--- src/include/sli_pkg.sv ---
package sli_pkg;

  // module clock
  localparam int CLK_FREQ_HZ    = 10_000_000;
  // flash half period, in ms
  localparam int BLINK_HALF_MS  = 250;
  // flash half period, in clock cycles
  localparam int BLINK_HALF_CYC = BLINK_HALF_MS * (CLK_FREQ_HZ / 1000);

  // hold counters count flash half periods
  localparam int                HOLD_W               = 3;
  localparam logic [HOLD_W-1:0] LAMP_TEST_HALVES     = 3'h4;
  localparam logic [HOLD_W-1:0] TRAFFIC_HOLD_HALVES  = 3'h3;
  localparam logic [HOLD_W-1:0] COMM_ERR_HOLD_HALVES = 3'h4;

  // repeat counter for the steady error lamp
  localparam int REP_W              = 4;
  localparam int APP_STEADY_REPEATS = 4;

  // register port
  localparam int                ADDR_W        = 8;
  localparam int                DATA_W        = 32;
  localparam logic [ADDR_W-1:0] ADDR_CTRL     = 8'h00;
  localparam logic [ADDR_W-1:0] ADDR_STATE    = 8'h04;
  localparam logic [ADDR_W-1:0] ADDR_IRQ_STAT = 8'h08;
  localparam logic [ADDR_W-1:0] ADDR_IRQ_MASK = 8'h0C;

  // control: 1 = slave/adapter/server role, reset 0 = master/client
  localparam int CTRL_SLAVE_BIT = 0;

  // interrupt event bits
  localparam int EV_FAULT    = 0;
  localparam int EV_APP_ERR  = 1;
  localparam int EV_COMM_ERR = 2;
  localparam int EV_CFG_DONE = 3;
  localparam int EV_W        = 4;

  // state register bits
  localparam int ST_FAULT_LAMP   = 0;
  localparam int ST_SETUP_LAMP   = 1;
  localparam int ST_APP_LAMP     = 2;
  localparam int ST_TRAFFIC_LAMP = 3;
  localparam int ST_PORT_ERR     = 4;
  localparam int ST_APP_FLAG     = 5;
  localparam int ST_TEST_ON      = 6;
  localparam int ST_MODE_CFG     = 7;
  localparam int ST_MODE_FAULT   = 8;

  // operating mode; config mode is the all-zero code
  typedef enum logic [1:0] {
    SLI_MODE_CFG,
    SLI_MODE_RUN,
    SLI_MODE_FAULT
  } sli_mode_e;

endpackage : sli_pkg

--- src/rtl/sli_blink_div.sv ---
`timescale 1ns/1ns
`default_nettype none
module sli_blink_div
  import sli_pkg::*;
#(
  parameter int HALF_CYC = BLINK_HALF_CYC  // cycles per flash half period
) (
  input  wire logic sys_clk,   // module clock
  input  wire logic rstn,      // synchronised reset, active low
  output var  logic blink,     // flash phase
  output var  logic halfTick   // pulse at each phase change
);

  localparam int CNT_W = $clog2(HALF_CYC);

  // refuse periods the counter cannot serve
  if (HALF_CYC < 3) begin : g_chk
    $error("HALF_CYC must be at least 3");
  end

  // whole state of the divider
  typedef struct packed {
    logic [CNT_W-1:0] cnt;   // cycles into the half period
    logic             blink; // flash phase
    logic             tick;  // phase change pulse
  } sli_div_s;

  sli_div_s st;
  sli_div_s next_st;

  always_comb begin
    next_st      = st;
    next_st.tick = 1'b0;
    if (st.cnt == CNT_W'(HALF_CYC - 1)) begin
      next_st.cnt   = '0;
      next_st.blink = ~st.blink;
      next_st.tick  = 1'b1;
    end else begin
      next_st.cnt = st.cnt + 1'b1;
    end
  end

  // state register
  always_ff @(posedge sys_clk or negedge rstn) begin
    if (!rstn) begin
      st <= '0;
    end else begin
      st <= next_st;
    end
  end

  assign blink    = st.blink;
  assign halfTick = st.tick;
endmodule : sli_blink_div
`default_nettype wire

--- src/rtl/sli_lamp_top.sv ---
//
// Summary of operation
// - fault lamp red after critical failure, until reset
// - setup lamp amber during configuration, config download, lamp test and pass-through
// - power-up, reset button, boot command outside fault mode enter configuration
// - application lamp flashes while error flag set
// - flag clears per command or per receipt
// - recurring errors make application lamp steady
// - traffic lamp flashes green on port activity
// - port error lamp red on communication error
// - all lamps lit briefly after power-up
// - pass-through variant lights fault and setup together
// - variant failure: fault lit, setup dark
// - variant configuration: setup lit, fault dark
//
`timescale 1ns/1ns
`default_nettype none
module sli_lamp_top
  import sli_pkg::*;
#(
  parameter int       HALF_CYC           = BLINK_HALF_CYC,     // flash half period
  parameter int       STEADY_REPEATS     = APP_STEADY_REPEATS, // repeats to steady
  parameter bit       PASS_THRU_VARIANT  = 1'b1                // combined encoding
) (
  input  wire logic              sys_clk,         // module clock
  input  wire logic              resetn,          // power-up reset, active low
  input  wire logic              resetButton,     // reset push-button pulse
  input  wire logic              bootCmd,         // cold/warm boot command pulse
  input  wire logic              cfgDownload,     // config download in progress
  input  wire logic              cfgDone,         // hardware initialised pulse
  input  wire logic              criticalFault,   // program stopped pulse
  input  wire logic              debugPassThru,   // debug pass-through active
  input  wire logic              appErr,          // application error pulse
  input  wire logic              cmdStart,        // command attempt started
  input  wire logic              dataRecv,        // data received
  input  wire logic              portTx,          // serial port transmit activity
  input  wire logic              portRx,          // serial port receive activity
  input  wire logic              portCommErr,     // serial communication error
  input  wire logic [ADDR_W-1:0] regAddr,         // register byte address
  input  wire logic [DATA_W-1:0] regWrData,       // register write data
  input  wire logic              regWr,           // write strobe
  input  wire logic              regRd,           // read strobe
  output var  logic [DATA_W-1:0] regRdData,       // read data, cycle after strobe
  output var  logic              irq,             // interrupt level
  output var  logic              faultLamp,       // red fault lamp
  output var  logic              setupLamp,       // amber setup-mode lamp
  output var  logic              appErrLamp,      // red application lamp
  output var  logic              portTrafficLamp, // green port traffic lamp
  output var  logic              portErrLamp      // red port error lamp
);

  // refuse repeat counts the counter cannot hold
  if (STEADY_REPEATS < 1 || STEADY_REPEATS > 15) begin : g_chk
    $error("STEADY_REPEATS must be 1 to 15");
  end

  // whole state of the block
  typedef struct packed {
    sli_mode_e         mode;        // operating mode
    logic              roleSlave;   // selects flag clearing event
    logic              appFlag;     // application error flag
    logic [REP_W-1:0]  appRepeat;   // clears defeated in a row
    logic [HOLD_W-1:0] testCnt;     // lamp test halves elapsed
    logic [HOLD_W-1:0] trafficHold; // traffic flash remaining
    logic [HOLD_W-1:0] commHold;    // port error show remaining
    logic [EV_W-1:0]   irqStat;     // sticky events
    logic [EV_W-1:0]   irqMask;     // interrupt enables
    logic [DATA_W-1:0] rdData;      // read answer
    logic              irq;         // interrupt level
    logic              faultLamp;   // lamp drives
    logic              setupLamp;
    logic              appLamp;
    logic              trafficLamp;
    logic              portErrLamp;
  } sli_top_s;

  sli_top_s          st;          // registered state
  sli_top_s          next_st;     // next state
  logic [1:0]        rstSync;     // reset release stages
  logic              rstn;        // synchronised reset
  logic              blink;       // flash phase
  logic              halfTick;    // flash phase change
  logic              clrEv;       // flag clearing event
  logic              testOn;      // lamp test running
  logic              nextTestOn;  // lamp test running next
  logic              passOn;      // pass-through shown
  logic [EV_W-1:0]   events;      // interrupt events now
  logic [EV_W-1:0]   w1c;         // bits cleared by software

  // read mux over the register map
  function automatic logic [DATA_W-1:0] readReg(
    input logic [ADDR_W-1:0] a,
    input sli_top_s          s
  );
    logic [DATA_W-1:0] r;
    r = '0;
    unique case (a)
      ADDR_CTRL:     r[CTRL_SLAVE_BIT]  = s.roleSlave;
      ADDR_IRQ_STAT: r[EV_W-1:0]        = s.irqStat;
      ADDR_IRQ_MASK: r[EV_W-1:0]        = s.irqMask;
      ADDR_STATE: begin
        r[ST_FAULT_LAMP]   = s.faultLamp;
        r[ST_SETUP_LAMP]   = s.setupLamp;
        r[ST_APP_LAMP]     = s.appLamp;
        r[ST_TRAFFIC_LAMP] = s.trafficLamp;
        r[ST_PORT_ERR]     = s.portErrLamp;
        r[ST_APP_FLAG]     = s.appFlag;
        r[ST_TEST_ON]      = s.testCnt != LAMP_TEST_HALVES;
        r[ST_MODE_CFG]     = s.mode == SLI_MODE_CFG;
        r[ST_MODE_FAULT]   = s.mode == SLI_MODE_FAULT;
      end
      default:       r = '0;
    endcase
    return r;
  endfunction : readReg

  // reset release through two stages
  always_ff @(posedge sys_clk or negedge resetn) begin
    if (!resetn) begin
      rstSync <= 2'h0;
    end else begin
      rstSync <= {rstSync[0], 1'b1};
    end
  end
  assign rstn = rstSync[1];

  // shared flash toggle
  sli_blink_div #(
    .HALF_CYC (HALF_CYC)
  ) u_blink (
    .sys_clk  (sys_clk),
    .rstn     (rstn),
    .blink    (blink),
    .halfTick (halfTick)
  );

  // next state of the whole block
  always_comb begin
    next_st = st;
    testOn  = st.testCnt != LAMP_TEST_HALVES;
    passOn  = PASS_THRU_VARIANT && debugPassThru;
    clrEv   = st.roleSlave ? dataRecv : cmdStart;

    if (resetButton) begin
      next_st.mode = SLI_MODE_CFG;
    end else if (criticalFault) begin
      next_st.mode = SLI_MODE_FAULT;
    end else begin
      unique case (st.mode)
        // configuration until hardware ready; a boot command restarts it
        SLI_MODE_CFG:   if (cfgDone && !bootCmd) next_st.mode = SLI_MODE_RUN;
        // boot command reconfigures
        SLI_MODE_RUN:   if (bootCmd) next_st.mode = SLI_MODE_CFG;
        // stays stopped
        SLI_MODE_FAULT: next_st.mode = SLI_MODE_FAULT;
        // illegal code recovers
        default:        next_st.mode = SLI_MODE_CFG;
      endcase
    end

    if (testOn && halfTick) begin
      next_st.testCnt = st.testCnt + 3'h1;
    end
    nextTestOn = next_st.testCnt != LAMP_TEST_HALVES;

    if (clrEv && appErr) begin
      next_st.appFlag = 1'b1;
      if (st.appRepeat != '1) begin
        next_st.appRepeat = st.appRepeat + 1'b1;
      end
    end else if (clrEv) begin
      next_st.appFlag   = 1'b0;
      next_st.appRepeat = '0;
    end else if (appErr) begin
      next_st.appFlag = 1'b1;
    end

    if (portTx || portRx) begin
      next_st.trafficHold = TRAFFIC_HOLD_HALVES;
    end else if (halfTick && st.trafficHold != '0) begin
      next_st.trafficHold = st.trafficHold - 3'h1;
    end

    if (portCommErr) begin
      next_st.commHold = COMM_ERR_HOLD_HALVES;
    end else if (halfTick && st.commHold != '0) begin
      next_st.commHold = st.commHold - 3'h1;
    end

    next_st.faultLamp = nextTestOn || passOn ||
                        next_st.mode == SLI_MODE_FAULT;
    next_st.setupLamp = nextTestOn || passOn ||
                        next_st.mode == SLI_MODE_CFG ||
                        (next_st.mode == SLI_MODE_RUN && cfgDownload);
    next_st.appLamp = nextTestOn || (next_st.appFlag &&
                      (next_st.appRepeat >= REP_W'(STEADY_REPEATS) || blink));
    next_st.trafficLamp = nextTestOn || (next_st.trafficHold != '0 && blink);
    next_st.portErrLamp = nextTestOn || next_st.commHold != '0;

    // interrupt events
    events              = '0;
    events[EV_FAULT]    = criticalFault && !resetButton &&
                          st.mode != SLI_MODE_FAULT;
    events[EV_APP_ERR]  = appErr;
    events[EV_COMM_ERR] = portCommErr;
    events[EV_CFG_DONE] = cfgDone && st.mode == SLI_MODE_CFG &&
                          !resetButton && !criticalFault && !bootCmd;

    // register writes
    w1c = '0;
    if (regWr) begin
      unique case (regAddr)
        ADDR_CTRL:     next_st.roleSlave = regWrData[CTRL_SLAVE_BIT];
        ADDR_IRQ_STAT: w1c               = regWrData[EV_W-1:0];
        ADDR_IRQ_MASK: next_st.irqMask   = regWrData[EV_W-1:0];
        // unmapped and read-only writes ignored
        default:       w1c               = '0;
      endcase
    end
    // new event wins over its clear
    next_st.irqStat = (st.irqStat & ~w1c) | events;
    next_st.irq     = |(next_st.irqStat & next_st.irqMask);

    // read answer only in the cycle after the strobe
    next_st.rdData = regRd ? readReg(regAddr, st) : '0;
  end

  // state register
  always_ff @(posedge sys_clk or negedge rstn) begin
    if (!rstn) begin
      st <= '0;
    end else begin
      st <= next_st;
    end
  end

  // outputs straight from state
  assign regRdData       = st.rdData;
  assign irq             = st.irq;
  assign faultLamp       = st.faultLamp;
  assign setupLamp       = st.setupLamp;
  assign appErrLamp      = st.appLamp;
  assign portTrafficLamp = st.trafficLamp;
  assign portErrLamp     = st.portErrLamp;
endmodule : sli_lamp_top
`default_nettype wire

--- config.mk ---
export PLATFORM = sky130hd
export DESIGN_NAME = sli_lamp_top
export DESIGN_NICKNAME = d
export VERILOG_FILES = /design/src/include/sli_pkg.sv /design/src/rtl/sli_blink_div.sv /design/src/rtl/sli_lamp_top.sv
export SDC_FILE = /design/constraint.sdc
export NUM_CORES = 1
export LEC_CHECK = 0
export BUFFER_PORTS_ARGS = -buffer_cell sky130_fd_sc_hd__buf_2
export CORE_MARGIN = 10
export CORE_UTILIZATION = 45
export CTS_BUF_LIST = sky130_fd_sc_hd__clkbuf_8
export DETAILED_ROUTE_END_ITERATION = 8
export GPL_TIMING_DRIVEN = 0
export PLACE_DENSITY = 0.7
export SYNTH_ARGS = -nofsm -noshare
export SYNTH_HDL_FRONTEND = slang
export SYNTH_SLANG_ARGS = --single-unit
--- constraint.sdc ---
create_clock -name sys_clk -period 4.9 [get_ports sys_clk]
set_input_delay 1.47 -clock sys_clk [delete_from_list [all_inputs] [get_ports sys_clk]]
set_output_delay 1.47 -clock sys_clk [all_outputs]
set_load 0.1 [all_outputs]
==> impl_table.tex <==
\begin{tabular}{lr}
\hline
Metric & Value \\
\hline
\multicolumn{2}{l}{\textbf{Timing}} \\
Time the final worst path needs with I/O delays and setup & 2.83 ns \\
Aggregate negative setup slack & 0 ns \\
Pin slew with the least headroom to its limit & 0.836 ns \\
Maximum operating frequency & 353 MHz \\
Rel. slew slack & 44.3\% \\
Skew final & 0.00680 ns \\
Pins Over Slew Limit & 0 \\
Final critical-path share of the clock period & 57.8\% \\
RSZ-0062 raised after global routing & false \\
Final count of hold timing violations & 0 \\
Finish-stage setup viols & 0 \\
\multicolumn{2}{l}{\textbf{Clocking}} \\
H-tree Lvls & 3 \\
Clock slew seen by the registers of the worst setup and hold paths & 0.07 ns \\
Root buffer selected by CTS & clkbuf\_8 \\
Clock latency on the worst-skew pair & 0.34 ns \\
Clock tree from TritonCTS & done \\
Hold bufs inserted after CTS & 0 \\
Clock sink total & 66 \\
Worst-case clock buffer depth & 2 \\
Number of gates resized after cts & 0 \\
Post-CTS setup buffer count & 0 \\
CTS Buf Count & 9 \\
\multicolumn{2}{l}{\textbf{Critical path}} \\
Largest fanout on the critical path & 5 \\
Register-to-Register Path Depth & 7 \\
Capturing element type of the critical path & register \\
Crit Path Class & in2reg \\
Cell with the biggest individual delay on the critical path & nor4\_2 \\
Data required time at the worst endpoint & 5.15 ns \\
Arrival time of the worst setup path & 3.08 ns \\
Max incr delay on CP & 0.50 ns \\
Crit start category & input port \\
Cell-by-cell trace of the critical path & buf\_2 -> nor4\_2 -> nor3b\_1 -> nand4b\_1 -> nor3\_1 \\
\multicolumn{2}{l}{\textbf{Final layout}} \\
Post-synthesis to final-layout area growth & 20.7\% \\
Total number of nets in the final design & 441 \\
Final core utilization & 56.6\% \\
Commonest cells after routing, fill and taps aside & 65 x dfrtp\_1, 44 x buf\_2, 32 x buf\_4 \\
Fraction of layout instances using a drive strength above 1 & 29.3\% \\
Antenna cell count & 0 \\
Most frequent standard cell in the layout excluding fill and tap cells & dfrtp\_1 \\
Post-layout instance count excluding filler cells & 478 \\
\multicolumn{2}{l}{\textbf{Yosys}} \\
Seq/Total Area, Yosys & 51.0\% \\
Largest cells by area after synthesis & dfrtp\_1 51\%, buf\_4 7.4\%, xnor2\_1 3.2\%, mux2\_2 3.1\%, nor2\_1 3.1\% \\
Share of async-settable or async-resettable flops after synthesis & 100\% \\
Post-synth cell types & 50 \\
Gate count after technology mapping & 302 \\
Post-synth top area cell & dfrtp\_1 \\
Number of flops mapped to enable cells by yosys & 0 \\
Netlist area before placement & 3240 sq um \\
Primary flip-flop cell chosen by synthesis mapping & dfrtp\_1 \\
Total of flip-flops plus latches after synthesis & 66 \\
Share of the synthesized area in the top cell type & 51.0\% \\
Yosys synthesis warning count & 0 \\
Synthesized area per cell & 10.7 sq um \\
\multicolumn{2}{l}{\textbf{Global routing}} \\
Total routing resource utilization after global routing & 11.9\% \\
Maximum number of pins on one net before global-route repair & 40 \\
Global-route wire length before repair & 10.9 mm \\
Number of global-route vias before repair & 2242 \\
Initial antenna violation count & 0 \\
Sum of overflow across all layers after global routing & 0 \\
\multicolumn{2}{l}{\textbf{Floorplan}} \\
Die W & 105 um \\
Row Count & 30 \\
Placeable Area & 6910 sq um \\
Vert. Die Dim & 105 um \\
I/O pin count & 94 \\
Floorplan die area & 11000 sq um \\
Effective utilization at floorplan & 46.9\% \\
\multicolumn{2}{l}{\textbf{Pwr}} \\
Power density over the cells & 323 nW/um\^{}2 \\
Leakage Power & 1.94 nW \\
Worst ir drop on vdd & 0.249 mV \\
\multicolumn{2}{l}{\textbf{Routing}} \\
Number of nets with antenna violations after detailed routing & 0 \\
Post-route DRC & 0 \\
Wirelength, routed & 6.23 mm \\
Iteration count of the initial detailed-routing pass & 6 \\
Vias & 2307 \\
Iteration-0 DRC Markers & 89 \\
Via density per instance & 4.83 \\
Per-cell routed wire length & 13.0 um \\
\multicolumn{2}{l}{\textbf{Placed design}} \\
Placer's final routability congestion estimate & 0.837 \\
Detailed placer's ending HPWL & 4.89 mm \\
Quantity of I/O buffers inserted on ports & 41 \\
Number of instances in the placed design & 462 \\
\multicolumn{2}{l}{\textbf{Flow run}} \\
Max-cap violations & 0 \\
\multicolumn{2}{l}{\textbf{Worst hold path}} \\
Path type of the worst min-delay path & reg2reg \\
Hold Path Cell Cnt & 0 \\
\multicolumn{2}{l}{\textbf{Run status}} \\
Status & finished clean \\
\hline
\end{tabular}
## synthesized netlist by cell type, drive strengths merged (4+ instances only)
library cell,n
ha,8
mux2,9
nor4,6
nor3,4
mux2i,4
a22oi,4
nand4,6
nor2b,8
dfrtp,66
a21oi,5
nand2,14
inv,19
nand3,14
xor2,9
o21ai,6
buf,35
xnor2,12
nor2,27
## registers in the layout (all words and copies together) (netlist names)
register / flops
appErrLamp: 1
faultLamp: 1
irq: 1
portErrLamp: 1
portTrafficLamp: 1
regRdData: 9
rstSync: 2
setupLamp: 1
st: 25
u_blink.blink: 1
u_blink.halfTick: 1
u_blink.st: 22
## layout make-up
type | count | area, sq um
fillers | 615 | 3000
flip-flops and latches | 66 | 1650
multi-input cells | 203 | 1340
plain buffers | 36 | 259
repair buffers | 42 | 225
clock buffers | 9 | 124
well taps | 96 | 120
clock inverters | 7 | 118
inverters | 19 | 71.3
## cell families after synthesis
group / synth area share, %
AO/OA/AOI/OAI: 7.57
multiplexers: 5.06
XOR/XNOR: 5.68
adder cells (fa/ha/maj): 3.09
AND/OR/NAND/NOR: 17.2
flip-flops: 51.0
other: 0.232
buffers and inverters: 10.2
## where the power goes
part | internal [mW] | switching [mW] | leakage [nW]
registers | 0.555 | 0.0126 | 0.836
clock network | 0.337 | 0.201 | 0.111
logic | 0.0396 | 0.118 | 0.996
total | 0.931 | 0.332 | 1.94
## worst paths after layout
check | start | endpoint | slack (ns)
max | regAddr[1] | regRdData[7]$_DFF_PN0_ | 2.07
min reg2reg | rstSync[0]$_DFF_PN0_ | rstSync[1]$_DFF_PN0_ | 0.36
min | rstSync[0]$_DFF_PN0_ | rstSync[1]$_DFF_PN0_ | 0.36
max in group asynchronous | resetn | rstSync[1]$_DFF_PN0_ | 3.89
min in group asynchronous | rstSync[1]$_DFF_PN0_ | u_blink.st[6]$_DFF_PN0_ | 0.37
max reg2reg | st[52]$_DFF_PN0_ | faultLamp$_DFF_PN0_ | 2.79
## routing by layer
metal  GRT usage, %  vias to the layer above  part of all wire (%)
met5              0                        -                     0
met4           3.73                        0                   1.4
met3           5.34                        8                   7.0
met2           18.4                       68                    47
met1           14.6                     1099                    45
li1               -                     1132                     -
## critical path: cells and delay by family
family                 cells  cell delay, ns
AND/OR/NAND/NOR            4            1.52
buffers and inverters      1            0.10
## stage by stage
stage / area [sq um] / worst slack [ns] / total power [mW] / hold slack [ns]
after global placement: 3650 / 1.77 / 0.731 / 0.339
final: 3910 / 2.07 / 1.26 / 0.358
after floorplan: 3320 / 2.16 / 0.707 / 0.331
after global routing: 3910 / 1.94 / 1.32 / 0.375
after detailed placement: 3670 / 1.77 / 0.735 / 0.336
after CTS: 3910 / 2.13 / 1.28 / 0.362
No activity file was read; power rests on OpenSTA's default activity.
